## src/hdl/tccc_pkg.sv

```systemverilog
/*
 * Package for the two-channel capture/compare configuration block:
 * register offsets, field positions, reset values, filter and mode codes.
 * Assumes a 10 MHz kernel clock and a 32-bit Avalon-MM register port.
 */
package tccc_pkg;

    // Byte addresses of the registers
    localparam logic [7:0]  MODE_CTRL_OFS  = 8'h18;
    localparam logic [7:0]  ENA_POL_OFS    = 8'h20;
    localparam logic [7:0]  PROTECT_OFS    = 8'h44;
    localparam logic [7:0]  STATUS_OFS     = 8'h48;

    // Reset values
    localparam logic [15:0] MODE_CTRL_RST  = 16'h0000;
    localparam logic [15:0] ENA_POL_RST    = 16'h0000;
    localparam logic [1:0]  PROTECT_RST    = 2'h0;

    // Mode control fields, channel 0 base; channel 1 sits CH_STRIDE higher
    localparam int MC_DIR_LSB   = 0;
    localparam int MC_DIV_LSB   = 2;
    localparam int MC_FAST_BIT  = 2;
    localparam int MC_FLT_LSB   = 4;
    localparam int MC_CMP_LSB   = 4;
    localparam int CH_STRIDE    = 8;

    // Enable/polarity fields, channel 0 base; channel 1 sits EP_STRIDE higher
    localparam int EP_EN_BIT    = 0;
    localparam int EP_POL_BIT   = 1;
    localparam int EP_NPOL_BIT  = 3;
    localparam int EP_STRIDE    = 4;
    localparam logic [15:0] ENA_POL_MASK = 16'h00BB;

    // Compare output modes that enable the fast path
    localparam logic [2:0]  PWM_FIRST_MODE  = 3'h6;
    localparam logic [2:0]  PWM_SECOND_MODE = 3'h7;

    // Direction / source selection codes
    localparam logic [1:0]  DIR_OUTPUT   = 2'h0;
    localparam logic [1:0]  DIR_OWN_IN   = 2'h1;
    localparam logic [1:0]  DIR_OTHER_IN = 2'h2;
    localparam logic [1:0]  DIR_TRIG_IN  = 2'h3;

    // Protection levels that lock the complementary polarity bit
    localparam logic [1:0]  PROTECTION_LEVEL_LOCK_A  = 2'h2;
    localparam logic [1:0]  PROTECTION_LEVEL_LOCK_B  = 2'h3;

    // Sampling clock choices of the input filter
    typedef enum logic [2:0] {
        TCCC_SMP_KERNEL,
        TCCC_SMP_DTS2,
        TCCC_SMP_DTS4,
        TCCC_SMP_DTS8,
        TCCC_SMP_DTS16,
        TCCC_SMP_DTS32
    } tccc_smp_t;

    // Per-channel configuration passed to the filter
    typedef struct packed {
        logic      bypass;
        tccc_smp_t rate;
        logic [3:0] count;
    } tccc_flt_cfg_t;

    // Per-channel status seen by software
    typedef struct packed {
        logic       capture;
        logic       output_lvl;
        logic       edge_in;
    } tccc_ch_stat_t;

endpackage

```

## src/hdl/tccc_filter.sv

```systemverilog
/*
 * Digital input filter of one channel: samples a synchronised input at the
 * chosen rate and passes a level only after a run of equal samples, or at once in bypass.
 * Assumes the input is already in the kernel clock domain.
 */
module tccc_filter
    import tccc_pkg::*;
(
    input  wire logic          i_sys_clk,   // Kernel clock
    input  wire logic          i_resetn,    // Async reset, active low
    input  wire logic          i_ce,        // Clock enable
    input  wire logic          i_smp_tick,  // Sampling strobe at chosen rate
    input  wire tccc_flt_cfg_t i_cfg,       // Filter configuration
    input  wire logic          i_in,        // Synchronised raw input
    output logic               o_filt       // Filtered level
);
    logic       last_r, last_nxt;
    logic       filt_r, filt_nxt;
    logic [3:0] run_r, run_nxt;

    always_comb begin
        last_nxt = last_r;
        filt_nxt = filt_r;
        run_nxt  = run_r;
        if (i_cfg.bypass) begin
            filt_nxt = i_in;
            last_nxt = i_in;
            run_nxt  = 4'h0;
        end else if (i_smp_tick) begin
            last_nxt = i_in;
            // restart on change
            if (i_in != last_r) begin
                run_nxt = 4'h1;
            // count equal samples
            end else if (run_r < i_cfg.count) begin
                run_nxt = run_r + 4'h1;
            end
            if (i_in == last_r && run_r + 4'h1 >= i_cfg.count) begin
                filt_nxt = i_in;
            end
        end
    end

    always_ff @(posedge i_sys_clk or negedge i_resetn) begin
        if (!i_resetn) begin
            last_r <= 1'b0;
            filt_r <= 1'b0;
            run_r  <= 4'h0;
        end else if (i_ce) begin
            last_r <= last_nxt;
            filt_r <= filt_nxt;
            run_r  <= run_nxt;
        end
    end

    assign o_filt = filt_r;
endmodule

```

## src/hdl/tccc_top.sv

```systemverilog
/*
 * Two-channel capture/compare configuration of a 16-bit timer: mode control
 * and enable/polarity registers, input filters, source selection, polarity,
 * capture edge divider and the fast compare path.
 * Assumes one 10 MHz kernel clock, a dead-time sample strobe from the timer,
 * and compare levels from neighbouring blocks; the protection level is a bus register.
 */
// Behaviour
// Fast compare: trigger edge forces PWM level
// Direction field writable only while disabled
// Direction codes: output, own, other, trigger
// Software picks internal trigger elsewhere
// Filter passes level after equal-sample run
// Codes 0..3: bypass, kernel rate 2/4/8
// Codes 4..9: dead-time /2 /4 /8, 6/8
// Codes 10..15: /16, /32 with 5/6/8
// Capture divider: every 1/2/4/8 edges
// Divider counter cleared while channel disabled
// Complementary polarity joins polarity on input
// Complementary polarity locked at protection 2/3
// Output polarity 1 means active low
// Channel 0 input fields in low byte
// Channel 1 input fields in high byte
// Enable/polarity bit positions per channel
// Software keeps reserved bits at reset
// Enable gates output and capture events
// Input polarity: rising or falling, inverted
// Filter run restarts on any change
module tccc_top
    import tccc_pkg::*;
(
    input  wire logic        i_sys_clk,            // Kernel clock, 10 MHz
    input  wire logic        i_resetn,             // Async reset, active low
    input  wire logic        i_ce,                 // Clock enable, freezes all
    input  wire logic [7:0]  i_avs_address,        // Byte address
    input  wire logic        i_avs_read,           // Read request
    input  wire logic        i_avs_write,          // Write request
    input  wire logic [31:0] i_avs_writedata,      // Write data
    input  wire logic [3:0]  i_avs_byteenable,     // Byte lanes
    output logic [31:0]      o_avs_readdata,       // Read data
    output logic             o_avs_waitrequest,    // Wait request
    input  wire logic        i_dts_tick,           // Dead-time sample strobe
    input  wire logic [1:0]  i_ch_raw_input,       // Raw channel pins
    input  wire logic        i_internal_trigger,   // Internal trigger source
    input  wire logic        i_trig_edge,          // Active trigger-input edge
    input  wire logic [1:0]  i_cmp_level,          // Compare reference level
    output logic [1:0]       o_ch_output,          // Channel output pins
    output logic [1:0]       o_ch_output_en,       // Output drive enable
    output logic [1:0]       o_capture,            // Capture event pulse
    output logic [1:0]       o_selected_edge       // Selected edge pulse
);
    logic [15:0] mode_r, mode_nxt;
    logic [15:0] ep_r, ep_nxt;
    logic [1:0]  protection_level_r, protection_level_nxt;
    logic        ack_r, ack_nxt;
    logic        wait_r, wait_nxt;
    logic [31:0] rdata_r, rdata_nxt;
    logic [1:0]  sync1_r, sync2_r;
    logic        trig_s1_r, trig_s2_r;
    logic [4:0]  dts_div_r, dts_div_nxt;
    logic [4:0]  dts_prev_r;
    logic [1:0]  filt;
    logic [1:0]  pol_in;
    logic [1:0]  sel_r, sel_nxt;
    logic [1:0]  edge_now;
    logic [2:0]  edge_cnt_r [2];
    logic [2:0]  edge_cnt_nxt [2];
    logic [1:0]  cap_r, cap_nxt;
    logic [1:0]  sel_edge_r, sel_edge_nxt;
    logic [1:0]  out_r, out_nxt;
    logic [1:0]  oen_r, oen_nxt;
    logic [1:0]  fast_hold_nxt;
    logic        wr_hit, rd_hit;

    // Filter code decode, shared by both channels
    function automatic tccc_flt_cfg_t flt_decode(input logic [3:0] code);
        tccc_flt_cfg_t c;
        c.bypass = 1'b0;
        c.rate   = TCCC_SMP_KERNEL;
        c.count  = 4'h8;
        // kernel rate codes
        // dead-time pairs
        // slow dead-time codes
        case (code)
            4'h0:    c.bypass = 1'b1;
            4'h1:    c.count = 4'h2;
            4'h2:    c.count = 4'h4;
            4'h3:    c.count = 4'h8;
            4'h4:    begin c.rate = TCCC_SMP_DTS2;  c.count = 4'h6; end
            4'h5:    begin c.rate = TCCC_SMP_DTS2;  c.count = 4'h8; end
            4'h6:    begin c.rate = TCCC_SMP_DTS4;  c.count = 4'h6; end
            4'h7:    begin c.rate = TCCC_SMP_DTS4;  c.count = 4'h8; end
            4'h8:    begin c.rate = TCCC_SMP_DTS8;  c.count = 4'h6; end
            4'h9:    begin c.rate = TCCC_SMP_DTS8;  c.count = 4'h8; end
            4'hA:    begin c.rate = TCCC_SMP_DTS16; c.count = 4'h5; end
            4'hB:    begin c.rate = TCCC_SMP_DTS16; c.count = 4'h6; end
            4'hC:    begin c.rate = TCCC_SMP_DTS16; c.count = 4'h8; end
            4'hD:    begin c.rate = TCCC_SMP_DTS32; c.count = 4'h5; end
            4'hE:    begin c.rate = TCCC_SMP_DTS32; c.count = 4'h6; end
            default: begin c.rate = TCCC_SMP_DTS32; c.count = 4'h8; end
        endcase
        return c;
    endfunction

    // Sampling strobe for a given rate: every cycle at kernel rate, else from the dead-time divider edges
    function automatic logic smp_tick(input tccc_smp_t rate, input logic [4:0] rise,
                                      input logic dts);
        case (rate)
            TCCC_SMP_KERNEL: smp_tick = 1'b1;
            TCCC_SMP_DTS2:   smp_tick = rise[0];
            TCCC_SMP_DTS4:   smp_tick = rise[1];
            TCCC_SMP_DTS8:   smp_tick = rise[2];
            TCCC_SMP_DTS16:  smp_tick = rise[3];
            TCCC_SMP_DTS32:  smp_tick = rise[4];
            default:         smp_tick = dts;
        endcase
    endfunction

    // Pins pass two flops before any logic reads them
    always_ff @(posedge i_sys_clk or negedge i_resetn) begin
        if (!i_resetn) begin
            sync1_r   <= 2'h0;
            sync2_r   <= 2'h0;
            trig_s1_r <= 1'b0;
            trig_s2_r <= 1'b0;
        end else if (i_ce) begin
            sync1_r   <= i_ch_raw_input;
            sync2_r   <= sync1_r;
            trig_s1_r <= i_internal_trigger;
            trig_s2_r <= trig_s1_r;
        end
    end

    // Dead-time clock divider; a rising counter bit marks a divided tick
    always_comb begin
        dts_div_nxt = i_dts_tick ? dts_div_r + 5'h01 : dts_div_r;
    end

    always_ff @(posedge i_sys_clk or negedge i_resetn) begin
        if (!i_resetn) begin
            dts_div_r  <= 5'h00;
            dts_prev_r <= 5'h00;
        end else if (i_ce) begin
            dts_div_r  <= dts_div_nxt;
            dts_prev_r <= dts_div_r;
        end
    end

    generate
        for (genvar ch = 0; ch < 2; ch++) begin : g_flt
            tccc_flt_cfg_t cfg;
            // channel 0 fields
            // channel 1 fields
            assign cfg = flt_decode(mode_r[ch*CH_STRIDE+MC_FLT_LSB +: 4]);
            tccc_filter u_filter (
                .i_sys_clk  (i_sys_clk),
                .i_resetn   (i_resetn),
                .i_ce       (i_ce),
                .i_smp_tick (smp_tick(cfg.rate, dts_div_r & ~dts_prev_r, i_dts_tick)),
                .i_cfg      (cfg),
                .i_in       (sync2_r[ch]),
                .o_filt     (filt[ch])
            );
        end
    endgenerate

    // Register bus: one wait cycle, answer on the following edge
    assign wr_hit = i_avs_write && !ack_r;
    assign rd_hit = i_avs_read && !ack_r;

    always_comb begin
        logic [1:0] dir0;
        logic [1:0] dir1;
        dir0      = mode_r[MC_DIR_LSB +: 2];
        dir1      = mode_r[CH_STRIDE+MC_DIR_LSB +: 2];
        mode_nxt  = mode_r;
        ep_nxt    = ep_r;
        protection_level_nxt  = protection_level_r;
        ack_nxt   = (i_avs_read || i_avs_write) && !ack_r;
        wait_nxt  = !ack_nxt;
        rdata_nxt = 32'h0000_0000;
        if (wr_hit && i_avs_byteenable[1:0] == 2'h3) begin
            case (i_avs_address)
                MODE_CTRL_OFS: begin
                    mode_nxt = i_avs_writedata[15:0];
                    // direction locked while enabled
                    if (ep_r[EP_EN_BIT]) begin
                        mode_nxt[MC_DIR_LSB +: 2] = dir0;
                    end
                    if (ep_r[EP_STRIDE+EP_EN_BIT]) begin
                        mode_nxt[CH_STRIDE+MC_DIR_LSB +: 2] = dir1;
                    end
                end
                ENA_POL_OFS: begin
                    // defined bits only
                    ep_nxt = i_avs_writedata[15:0] & ENA_POL_MASK;
                    // lock complementary polarity
                    if (protection_level_r == PROTECTION_LEVEL_LOCK_A || protection_level_r == PROTECTION_LEVEL_LOCK_B) begin
                        ep_nxt[EP_NPOL_BIT] = ep_r[EP_NPOL_BIT];
                        ep_nxt[EP_STRIDE+EP_NPOL_BIT] = ep_r[EP_STRIDE+EP_NPOL_BIT];
                    end
                end
                PROTECT_OFS: protection_level_nxt = i_avs_writedata[1:0];
                default: ;
            endcase
        end
        if (rd_hit) begin
            case (i_avs_address)
                MODE_CTRL_OFS: rdata_nxt = {16'h0000, mode_r};
                ENA_POL_OFS:   rdata_nxt = {16'h0000, ep_r};
                PROTECT_OFS:   rdata_nxt = {30'h0, protection_level_r};
                STATUS_OFS:    rdata_nxt = {26'h0, out_r, sel_r, filt};
                default:       rdata_nxt = 32'h0000_0000;
            endcase
        end
    end

    always_ff @(posedge i_sys_clk or negedge i_resetn) begin
        if (!i_resetn) begin
            mode_r  <= MODE_CTRL_RST;
            ep_r    <= ENA_POL_RST;
            protection_level_r  <= PROTECT_RST;
            ack_r   <= 1'b0;
            wait_r  <= 1'b1;
            rdata_r <= 32'h0000_0000;
        end else if (i_ce) begin
            mode_r  <= mode_nxt;
            ep_r    <= ep_nxt;
            protection_level_r  <= protection_level_nxt;
            ack_r   <= ack_nxt;
            wait_r  <= wait_nxt;
            rdata_r <= rdata_nxt;
        end
    end

    assign o_avs_waitrequest = wait_r;
    assign o_avs_readdata    = rdata_r;

    // Channel datapath
    always_comb begin
        for (int ch = 0; ch < 2; ch++) begin
            logic [1:0] dir;
            logic [1:0] div;
            logic [2:0] cmode;
            logic       en;
            logic       pol;
            logic       src;
            logic       hit;
            src   = 1'b0;
            hit   = 1'b0;
            dir   = mode_r[ch*CH_STRIDE+MC_DIR_LSB +: 2];
            div   = mode_r[ch*CH_STRIDE+MC_DIV_LSB +: 2];
            cmode = mode_r[ch*CH_STRIDE+MC_CMP_LSB +: 3];
            en    = ep_r[ch*EP_STRIDE+EP_EN_BIT];
            // polarity with complementary bit
            // falling edge inverts
            pol   = ep_r[ch*EP_STRIDE+EP_POL_BIT] & ~ep_r[ch*EP_STRIDE+EP_NPOL_BIT];
            // source selection
            case (dir)
                DIR_OWN_IN:   src = filt[ch];
                DIR_OTHER_IN: src = filt[1-ch];
                DIR_TRIG_IN:  src = trig_s2_r;
                default:      src = 1'b0;
            endcase
            pol_in[ch]   = src ^ pol;
            sel_nxt[ch]  = pol_in[ch];
            edge_now[ch] = pol_in[ch] & ~sel_r[ch] & (dir != DIR_OUTPUT);
            edge_cnt_nxt[ch] = edge_cnt_r[ch];
            cap_nxt[ch]  = 1'b0;
            sel_edge_nxt[ch] = edge_now[ch];
            // clear divider when disabled
            if (!en) begin
                edge_cnt_nxt[ch] = 3'h0;
            // capture only when enabled
            end else if (edge_now[ch]) begin
                // divide edges by 1/2/4/8
                hit = (edge_cnt_r[ch] & ((3'h1 << div) - 3'h1)) == ((3'h1 << div) - 3'h1);
                cap_nxt[ch] = hit;
                edge_cnt_nxt[ch] = hit ? 3'h0 : edge_cnt_r[ch] + 3'h1;
            end
            // fast compare on trigger edge
            fast_hold_nxt[ch] = mode_r[ch*CH_STRIDE+MC_FAST_BIT] && i_trig_edge &&
                                (cmode == PWM_FIRST_MODE || cmode == PWM_SECOND_MODE);
            // polarity 1 is active low
            out_nxt[ch] = (fast_hold_nxt[ch] ? (cmode == PWM_FIRST_MODE) : i_cmp_level[ch])
                          ^ ep_r[ch*EP_STRIDE+EP_POL_BIT];
            oen_nxt[ch] = en && dir == DIR_OUTPUT;
            if (!oen_nxt[ch]) begin
                out_nxt[ch] = 1'b0;
            end
        end
    end

    always_ff @(posedge i_sys_clk or negedge i_resetn) begin
        if (!i_resetn) begin
            sel_r         <= 2'h0;
            edge_cnt_r[0] <= 3'h0;
            edge_cnt_r[1] <= 3'h0;
            cap_r         <= 2'h0;
            sel_edge_r    <= 2'h0;
            out_r         <= 2'h0;
            oen_r         <= 2'h0;
        end else if (i_ce) begin
            sel_r         <= sel_nxt;
            edge_cnt_r[0] <= edge_cnt_nxt[0];
            edge_cnt_r[1] <= edge_cnt_nxt[1];
            cap_r         <= cap_nxt;
            sel_edge_r    <= sel_edge_nxt;
            out_r         <= out_nxt;
            oen_r         <= oen_nxt;
        end
    end

    assign o_ch_output     = out_r;
    assign o_ch_output_en  = oen_r;
    assign o_capture       = cap_r;
    assign o_selected_edge = sel_edge_r;
endmodule

```

## config.mk

```make
export PLATFORM = sky130hd
export DESIGN_NAME = tccc_top
export DESIGN_NICKNAME = d
export VERILOG_FILES = /design/src/hdl/tccc_pkg.sv /design/src/hdl/tccc_filter.sv /design/src/hdl/tccc_top.sv
export SDC_FILE = /design/constraint.sdc
export NUM_CORES = 1
export LEC_CHECK = 0
export ABC_CLOCK_PERIOD_IN_PS = 2290
export BUFFER_PORTS_ARGS = -buffer_cell sky130_fd_sc_hd__buf_2
export CAP_MARGIN = 20
export CORE_MARGIN = 4
export CORE_UTILIZATION = 40
export CTS_BUF_LIST = sky130_fd_sc_hd__clkbuf_2
export CTS_CLUSTER_DIAMETER = 150
export DETAILED_ROUTE_END_ITERATION = 7
export SYNTH_ARGS = -nofsm -noshare
export SYNTH_HDL_FRONTEND = slang
export SYNTH_SLANG_ARGS = --single-unit
```

## constraint.sdc

```tcl
create_clock -name i_sys_clk -period 2.29 [get_ports i_sys_clk]
set_input_delay 0 -clock i_sys_clk [delete_from_list [all_inputs] [get_ports i_sys_clk]]
set_output_delay 0 -clock i_sys_clk [all_outputs]
set_load 0.1 [all_outputs]
```

==> results of run 1 <==
layout by cell type, fill, tap and decap left out, types with 8 or more instances in the layout:
cell	synthesis	final
a21oi_2	1	9
a22o_1	17	17
a22oi_1	9	9
buf_2	3	61
buf_4	18	49
clkbuf_2	0	10
conb_1	1	16
dfrtp_1	85	78
dlygate4sd3_1	0	35
ha_1	21	17
inv_1	16	13
mux2_1	12	12
mux2_2	32	31
nand2_1	34	32
nand3_1	14	14
nand4_1	8	8
nor2_1	12	11
nor2b_1	13	12
o21ai_0	20	15
xnor2_1	17	17
tightest hold or removal path, stage by stage:
cell and delay, ns:
buf_2 0.08, or4b_1 0.25, nor2_1 0.09, a22o_1 0.19
metal layers:
metal  vias up  track usage  routed length [um]
met1      2053       0.2387                5951
met2       100       0.3036                6185
li1       1998            -                   -
met5         -            0                   0
met4         0      0.06583                 293
met3        22      0.02611                 520
layout make-up:
| class | instances | area, um^2 |
|---|---|---|
| sequential | 86 | 2162 |
| multi-input combinational | 350 | 2869 |
| inverter | 17 | 68.82 |
| tap | 172 | 215.2 |
| timing repair buffer | 151 | 1116 |
| fill | 1159 | 6048 |
| clock inverter | 6 | 38.79 |
| clock buffer | 10 | 50.05 |
cell families (layout without fill, tap and decap cells):
family,after synthesis,in the layout
simple gates,132,132
compound gates,109,109
flops,86,86
buf+inv,59,184
mux,50,50
xor+xnor,22,22
fa+ha+maj,21,21
other cells,1,16
power groups by stage:
stage / Combinational, mW / Sequential, mW / Clock (mW)
after floorplan: 0.489 / 1.79 / 0
after global placement: 0.636 / 1.82 / 0
after detailed placement: 0.652 / 1.83 / 0
after CTS: 0.713 / 1.80 / 0.708
after global routing: 0.790 / 1.82 / 0.765
final: 0.717 / 1.80 / 0.688
flip-flops by register name, indices dropped and copies added (netlist names), 2 cells and up:
name                   flops
edge_cnt_r                 6
ep_r                       6
o_avs_readdata            16
o_ch_output                2
g_flt.u_filter.run_r       8
o_ch_output_en             2
mode_r                    16
o_selected_edge            2
g_flt.u_filter.o_filt      2
sync1_r                    2
g_flt.u_filter.last_r      2
dts_prev_r                 5
dts_div_r                  5
sel_r                      2
protection_level_r         2
sync2_r                    2
o_capture                  2
worst max path at each step:
stage	to	slack, ns	cells past startpoint
2_1_floorplan	g_flt[0].u_filter.run_r[0]$_DFFE_PN0P_	0.006	11
3_3_place_gp	g_flt[0].u_filter.run_r[0]$_DFFE_PN0P_	0.001	9
3_5_place_dp	g_flt[0].u_filter.run_r[2]$_DFFE_PN0P_	-0.13	9
4_1_cts	g_flt[0].u_filter.run_r[2]$_DFFE_PN0P_	-0.08	9
5_1_grt	g_flt[0].u_filter.run_r[2]$_DFFE_PN0P_	-0.16	9
6_report	g_flt[0].u_filter.run_r[2]$_DFFE_PN0P_	-0.1	9
metrics by stage:
stage               area (um^2)    util  total power [mW]  instances  hold slack (ns)
floorplan                  5206       -             2.283        495          -0.2956
global placement           5804  0.4618             2.456        732          0.07356
detailed placement         5804  0.4618             2.478        732          0.08210
CTS                        6305  0.5016             3.221        786          0.01075
global route               6520  0.5188             3.375        792          0.03755
finish                     6520  0.5188             3.204        792          0.05820
timing repair:
item,CTS,global route
pin swaps,3,21
hold endpoints to repair,133,0
buffers inserted,2,6
gates resized for setup,7,43
hold buffers,36,0
endpoints found under the setup margin,7,11
==> impl_metrics.json, run 1 <==
{
  "clkTransAtPathRegs_ns": 0.24,
  "cp-start-kind": "flip-flop",
  "tightest_slew_ns": 0.4887,
  "pwr-share-seq": 0.562,
  "setup_tns_ns": -0.3195,
  "finalCritPeriodShare": 1.043,
  "intPower_mw": 2.126,
  "synth_seq_area_share": 0.4206,
  "cp_data_required_time_ns": 2.75,
  "min_from": "i_avs_address[1]",
  "synthTopCellsByCount": "dfrtp_1, nand2_1, mux2_2, ha_1, o21ai_0",
  "syn_area_per_cell_um2": 10.67,
  "end_kind": "flip-flop",
  "dpl_worst_slack_ns": -0.1250,
  "synth_area_um2": 5120,
  "yosys_warnings": 0,
  "antenna_found_initial": 0,
  "skew_ns": 0.03494,
  "comb_power_share": 0.224,
  "cts_tree": "built",
  "grt_pass1_wl_um": 21020,
  "h-tree-depth": 3,
  "final_hold_viol_count": 0,
  "fin_ws_ns": -0.09929,
  "viasPerCell": 5.269,
  "r2r_slack_ns": -0.1,
  "failed_checks": "negative setup slack",
  "swShare": 0.3366,
  "drive_gt1_frac": 0.3565,
  "insertion_delay_ns": 0.58,
  "hold_path.class": "in -> reg",
  "r2r-start": "mode_r[4]$_DFFE_PN0P_",
  "synthMuxAreaShare": 0.1114,
  "grt_usage": 0.1810,
  "syn_inst": 480,
  "max_freq_mhz": 418.5,
  "row_count": 41,
  "cp_slowest_stage_delay_ns": 0.52,
  "synth_xor_area_frac": 0.03763,
  "ant_nets": 0,
  "start_util": 0.4074,
  "slew_headroom": 0.6657,
  "synth_most_common_cell": "dfrtp_1",
  "critical-path-top-delay-family": "simple AND/OR/NAND/NOR gates",
  "synth_top_area_frac": 0.4154,
  "critPathBufInv": 1,
  "synthToLayoutAreaGrowth_pct": 27.35,
  "clock-root-buffer": "clkbuf_2",
  "grt_setup_unrepaired": "yes",
  "wire_per_inst_um": 16.35,
  "synth-simple-area-share": 0.1581,
  "die_h_um": 121.1,
  "cts-buffers-inserted": 9,
  "grt_pass1_vias": 4274,
  "synth_compound_area_frac": 0.1552,
  "gr-total-overflow": 0,
  "critPathKind": "reg -> reg",
  "slew_violations": 0,
  "synth-edff-count": 0,
  "status": "finished with violations",
  "port_buffers": 62,
  "fin_nets": 692,
  "drtIter0Drc": 191,
  "critical_path.max_fanout": 7,
  "synth_async_sr_flop_share": 1.000,
  "firstDrtPassIters": 4,
  "wl_um": 12950,
  "ys_ff_latch": 86,
  "max-cap-violations": 0,
  "p_sw_mw": 1.079,
  "ff2ff_path_depth": 9,
  "synth.distinct_cells": 70,
  "timing.rr.end": "g_flt[0].u_filter.run_r[2]$_DFFE_PN0P_",
  "holdPathEnd": "o_avs_readdata[2]$_DFFE_PN0P_",
  "synth_adder_area_share": 0.05132,
  "hold_depth": 4,
  "cts_buffer_depth": 2,
  "ioPinCount": 97,
  "cts.sinks": 86,
  "cpMaxStageDelayCell": "dfrtp_2",
  "crit_chain": "buf_6 -> or3_4 -> a21oi_4 -> ha_2 -> nor2b_1 -> o211ai_1 -> a21oi_1 -> and2b_4 -> mux2_4",
  "die_w_um": 121.1,
  "place_hpwl_um": 9189,
  "synth_top_flop_cell": "dfrtp_1",
  "ir_drop_uv": 330.2,
  "vias": 4173,
  "gp_congestion": 0.8804,
  "drc": 0,
  "clockPowerShare": 0.215,
  "synth_area_leaders": "dfrtp_1, mux2_2, ha_1, a22o_1, xnor2_1",
  "cellLeakagePower_nw": 2.948,
  "p_per_area_nw_per_um2": 491.5,
  "synth_top_family_by_area": "simple AND/OR/NAND/NOR gates",
  "crit_start": "mode_r[4]$_DFFE_PN0P_",
  "die_area_um2": 14670,
  "yosysTopAreaCell": "dfrtp_1",
  "core_um2": 12570,
  "n_antenna_cell": 0,
  "layout_min_cycle_time_ns": 2.389,
  "grt_max_degree": 48,
  "critical_path_arrival_ns": 2.85,
  "setup_viol": 4
}
No activity file was read; power rests on OpenSTA's default activity.
==> run 2: changes to the inputs <==
- CORE_ASPECT_RATIO: unset -> 0.9
- GPL_TIMING_DRIVEN: unset -> 1
==> run 2 against run 1 <==
  * The flow still finishes with violations (negative setup slack)
  * Sequential power about the same
  * Hold slack improved by 0.0040 ns
  * Register-to-register slack improved by 0.03 ns
  * Flip-flop and latch count unchanged
  * Critical path type unchanged
  * Critical endpoint is now g_flt[0].u_filter.run_r[0]$_DFFE_PN0P_
==> impl_metrics.json, run 2 (synthesized netlist as in run 1, its figures left out) <==
{
  "finalPower_mw": 3.517,
  "gp_congestion": 0.8783,
  "setup_tns_ns": -0.1918,
  "place_hpwl_um": 9265,
  "grt_pass1_vias": 4206,
  "hold_path.class": "in -> reg",
  "ir_drop_uv": 327.4,
  "drc": 0,
  "critical_path_arrival_ns": 2.84,
  "skew_ns": 0.05492,
  "cts-buffers-inserted": 9,
  "grt_usage": 0.1879,
  "place_area_um2": 5767,
  "busiest_layer": "met2",
  "mostFrequentLayoutCells": "dfrtp_1, buf_2, buf_4",
  "row_count": 38,
  "h-tree-depth": 3,
  "drtIter0Drc": 214,
  "status": "finished with violations",
  "fin_nets": 694,
  "vias": 4170,
  "finalCritPeriodShare": 1.030,
  "layout_min_cycle_time_ns": 2.359,
  "grt_max_degree": 45,
  "slew_headroom": 0.4807,
  "failed_checks": "negative setup slack",
  "die_h_um": 115.3,
  "grt_use_met1": 0.2569,
  "max_freq_mhz": 423.8,
  "wire_per_inst_um": 16.96,
  "insertion_delay_ns": 0.61,
  "nFillCells": 1111,
  "drive_gt1_frac": 0.3537,
  "grtUsageMet2": 0.3011,
  "critPathKind": "reg -> reg",
  "ant_nets": 0,
  "tightest_slew_ns": 0.7593,
  "final_common_cell": "dfrtp_1",
  "start_util": 0.4174,
  "max-cap-violations": 0,
  "fin_ws_ns": -0.06934,
  "critical_path.max_fanout": 6,
  "slew_violations": 0,
  "die_w_um": 127.3,
  "core_um2": 12270,
  "gr-total-overflow": 0,
  "clock-root-buffer": "clkbuf_2",
  "port_buffers": 62,
  "cellLeakagePower_nw": 3.005,
  "synthToLayoutAreaGrowth_pct": 28.89,
  "viasPerCell": 5.332,
  "cts_tree": "built",
  "design_area_um2": 6599,
  "wl_um": 13270,
  "p_per_area_nw_per_um2": 532.9,
  "die_area_um2": 14680,
  "cp_data_required_time_ns": 2.77,
  "cts.sinks": 86,
  "grt_setup_unrepaired": "yes",
  "grt_pass1_wl_um": 21850,
  "end_kind": "flip-flop",
  "firstDrtPassIters": 4,
  "grtUsageMet3": 0.04830,
  "utilization": 0.5379,
  "antenna_found_initial": 0,
  "ioPinCount": 97,
  "cp-start-kind": "flip-flop",
  "final_hold_viol_count": 0,
  "cts_buffer_depth": 2,
  "setup_viol": 3,
  "clkTransAtPathRegs_ns": 0.27,
  "n_antenna_cell": 0
}
-- run 2: changes by cell type in the layout (fill, tap and decap cells not counted), moves of 2 or more --
| cell | change |
|---|---|
| ha_1 | +3 |
| ha_4 | -3 |
| dlygate4sd3_1 | +4 |
| clkinv_2 | -2 |
| buf_4 | -3 |
| clkinv_4 | -2 |
| bufinv_16 | +3 |
| nor2b_2 | +2 |
-- run 2: worst paths after layout --
check | from | endpoint | slack [ns] | cells past startpoint
setup / recovery | mode_r[4]$_DFFE_PN0P_ | g_flt[0].u_filter.run_r[0]$_DFFE_PN0P_ | -0.07 | 9
hold / removal | i_avs_address[7] | o_avs_readdata[7]$_DFFE_PN0P_ | 0.06 | 4
setup reg to reg | mode_r[4]$_DFFE_PN0P_ | g_flt[0].u_filter.run_r[0]$_DFFE_PN0P_ | -0.07 | 9
hold reg to reg | o_selected_edge[0]$_DFFE_PN0P_ | o_selected_edge[0]$_DFFE_PN0P_ | 0.52 | 2
max in group asynchronous | i_resetn | o_avs_waitrequest$_DFFE_PN1P_ | 1.54 | 4
min in group asynchronous | i_resetn | o_avs_readdata[2]$_DFFE_PN0P_ | 0.40 | 4
-- run 2: report_power, final --
| part | total (mW) | internal (mW) | leakage [nW] | switching (mW) |
|---|---|---|---|---|
| combinational | 0.695 | 0.321 | 1.77 | 0.374 |
| clock | 1.01 | 0.473 | 0.0912 | 0.534 |
| sequential | 1.81 | 1.65 | 1.14 | 0.167 |
| total | 3.52 | 2.44 | 3.00 | 1.08 |
-- run 2: per-stage QoR --
stage / std cells / setup WS (ns) / hold WS, ns
after CTS: 779 / -0.03618 / 0.009692
after floorplan: 495 / 0.005847 / -0.2956
final: 782 / -0.06934 / 0.06221
after global routing: 782 / -0.2269 / 0.02613
after detailed placement: 717 / -0.06408 / 0.04915
after global placement: 717 / -0.04089 / 0.04075
-- run 2: metal layers --
metal  share of wire  routed length [um]
met1            0.47                6253
met2            0.47                6252
met3           0.047                 622
met4           0.010                 136
met5               0                   0
-- run 2: what timing repair did --
item | CTS | global route
pin swaps | 10 | 17
hold buffers | 40 | 0
gates resized for setup | 14 | 41
buffers inserted | 6 | 3
setup endpoints to repair | 8 | 12
hold endpoints to repair | 138 | 0
-- run 2: layout make-up --
cell class | instances | area (um^2) | share of cell area
tap | 160 | 200.2 | 0.03034
sequential | 86 | 2161 | 0.3275
clock inverter | 5 | 97.59 | 0.01479
timing repair buffer | 153 | 1145 | 0.1735
clock buffer | 11 | 55.05 | 0.008343
multi-input combinational | 350 | 2872 | 0.4352
inverter | 17 | 68.82 | 0.01043
-- run 2: critical path: stages, from the launching register on --
cell,delay [ns]
dfrtp_2,0.52
buf_4,0.17
or3_4,0.34
a21oi_4,0.17
ha_2,0.19
nor2b_1,0.05
o211ai_1,0.15
a21oi_1,0.08
and2b_4,0.29
mux2_4,0.30
==> run 3: changes to the inputs <==
- CORE_UTILIZATION: 40 -> 52
- CTS_CLUSTER_SIZE: unset -> 24
- PLACE_DENSITY: unset -> 0.79
==> run 3 against run 2 <==
  * The flow still finishes with violations (negative setup slack)
  * Setup slack got worse by 0.062 ns
  * Register-to-register slack got worse by 0.06 ns
  * First-iteration DRC count grew 42%
  * Total power decreased by 9.0%
  * Maximum frequency is 2.6% lower
  * Die area fell by 22%
  * Cell count down 5.8%
  * Wire length is 2.3% lower
  * Via count grew 1.3%
  * Critical endpoint unchanged
  * Highest routed layer unchanged
==> impl_metrics.json, run 3 (synthesized netlist as in run 1, its figures left out) <==
{
  "dp.cells": 676,
  "ant_nets": 0,
  "tightest_slew_ns": 0.9361,
  "failed_checks": "negative setup slack",
  "core_um2": 9657,
  "grt_usage": 0.2270,
  "end_kind": "flip-flop",
  "skew_ns": 0.02491,
  "setup_viol": 5,
  "grt_setup_unrepaired": "yes",
  "critical_path.max_fanout": 7,
  "port_buffers": 62,
  "grt_max_degree": 50,
  "r2r-start": "mode_r[4]$_DFFE_PN0P_",
  "wire_per_inst_um": 17.58,
  "final_common_cell": "dfrtp_1",
  "fin_ws_ns": -0.1312,
  "vias": 4223,
  "viasPerCell": 5.730,
  "final_hold_viol_count": 0,
  "die_area_um2": 11500,
  "clock-root-buffer": "clkbuf_2",
  "die_w_um": 112.6,
  "start_util": 0.5302,
  "clkTransAtPathRegs_ns": 0.25,
  "setup_tns_ns": -0.4366,
  "ir_drop_uv": 270.4,
  "p_sw_mw": 1.082,
  "antenna_found_initial": 0,
  "firstDrtPassIters": 6,
  "intPower_mw": 2.118,
  "dpl_worst_slack_ns": -0.08770,
  "die_h_um": 102.1,
  "finalCritPeriodShare": 1.057,
  "cts-buffers-inserted": 9,
  "p_per_area_nw_per_um2": 502.8,
  "gr-total-overflow": 0,
  "h-tree-depth": 3,
  "final_cells": 737,
  "swShare": 0.3381,
  "max-cap-violations": 0,
  "cellLeakagePower_nw": 2.928,
  "critical_path_arrival_ns": 2.88,
  "insertion_delay_ns": 0.55,
  "slew_headroom": 0.3598,
  "drc": 0,
  "grt_pass1_wl_um": 20840,
  "n_antenna_cell": 0,
  "comb_power_share": 0.220,
  "mostFrequentLayoutCells": "dfrtp_1, buf_2, buf_4",
  "clockPowerShare": 0.217,
  "pwr-share-seq": 0.563,
  "status": "finished with violations",
  "r2r_slack_ns": -0.13,
  "fin_nets": 683,
  "crit_end": "g_flt[0].u_filter.run_r[0]$_DFFE_PN0P_",
  "slew_violations": 0,
  "cts_tree": "built",
  "layout_min_cycle_time_ns": 2.421,
  "ff2ff_path_depth": 9,
  "timing.rr.end": "g_flt[0].u_filter.run_r[0]$_DFFE_PN0P_",
  "cts.sinks": 86,
  "hold_path.class": "in -> reg",
  "ioPinCount": 97,
  "crit_start": "mode_r[4]$_DFFE_PN0P_",
  "cp-start-kind": "flip-flop",
  "max_freq_mhz": 413.0,
  "synthToLayoutAreaGrowth_pct": 24.32,
  "gp_congestion": 0.9600,
  "grt_pass1_vias": 4149,
  "drtIter0Drc": 304,
  "cts_buffer_depth": 2,
  "critPathKind": "reg -> reg",
  "row_count": 34,
  "place_hpwl_um": 8931,
  "wl_um": 12960,
  "drive_gt1_frac": 0.3339,
  "cp_data_required_time_ns": 2.75
}
run 3: changes by cell type in the layout (fill, tap and decap cells not counted), sizes merged:
cell,change
buf,-7
clkinv,+3
inv,+1
bufinv,-3
dlygate4sd3,-4
clkbuf,-2
clkinvlp,+1
run 3: per-stage QoR:
step | utilization | power, mW | hold slack [ns] | area, um^2
3_3_place_gp | 0.5873 | 2.427 | 0.001838 | 5672
4_1_cts | 0.6482 | 3.218 | 0.01705 | 6260
5_1_grt | 0.6591 | 3.374 | 0.05869 | 6365
2_1_floorplan | - | 2.283 | -0.2956 | 5206
6_report | 0.6591 | 3.200 | 0.07792 | 6365
3_5_place_dp | 0.5873 | 2.461 | 0.01389 | 5672
run 3: layout make-up:
cell class | instances | area [um^2]
timing repair buffer | 142 | 1045
tap | 126 | 157.7
inverter | 17 | 68.82
sequential | 86 | 2161
fill | 726 | 3292
clock inverter | 7 | 50.05
clock buffer | 9 | 45.04
multi-input combinational | 350 | 2838
run 3: what timing repair did:
action                                 4_1_cts  5_1_grt
resized for setup                           23       24
setup buffers                                7        2
pin swaps                                   13       17
hold buffers                                36        0
setup endpoints to repair                    9       11
endpoints found under the hold margin      136        0
run 3: power groups by stage:
stage | combinational, mW | clock, mW | sequential [mW]
floorplan | 0.489 | 0 | 1.79
global placement | 0.608 | 0 | 1.82
detailed placement | 0.636 | 0 | 1.83
CTS | 0.695 | 0.723 | 1.80
global route | 0.763 | 0.781 | 1.83
finish | 0.705 | 0.694 | 1.80
run 3: critical path, stage by stage (launching register included):
cell and delay (ns):
dfrtp_2 0.50, buf_6 0.12, nand2_4 0.06, mux2_4 0.26, o211ai_1 0.26, ha_1 0.31
o211ai_1 0.13, a21oi_1 0.09, and2b_4 0.29, mux2_4 0.30
run 3: worst min path at each step:
stage | from | end | slack, ns | depth (start not counted)
after global placement | i_resetn | mode_r[13]$_DFFE_PN0P_ | 0.002 | 1
after CTS | i_avs_address[3] | o_avs_readdata[1]$_DFFE_PN0P_ | 0.02 | 4
final | i_avs_address[7] | o_avs_readdata[3]$_DFFE_PN0P_ | 0.08 | 4
after global routing | i_avs_address[3] | o_avs_readdata[1]$_DFFE_PN0P_ | 0.06 | 4
after floorplan | i_resetn | ack_r$_DFFE_PN0P_ | -0.30 | 0
after detailed placement | i_resetn | mode_r[14]$_DFFE_PN0P_ | 0.01 | 1
run 3: per-layer routing:
metal / global-route usage / routed length (um) / vias up
met5: 0 / 0 / -
met4: 0.06747 / 166 / 0
met3: 0.03612 / 783 / 14
met2: 0.3884 / 6489 / 165
met1: 0.3009 / 5520 / 2054
li1: - / - / 1990
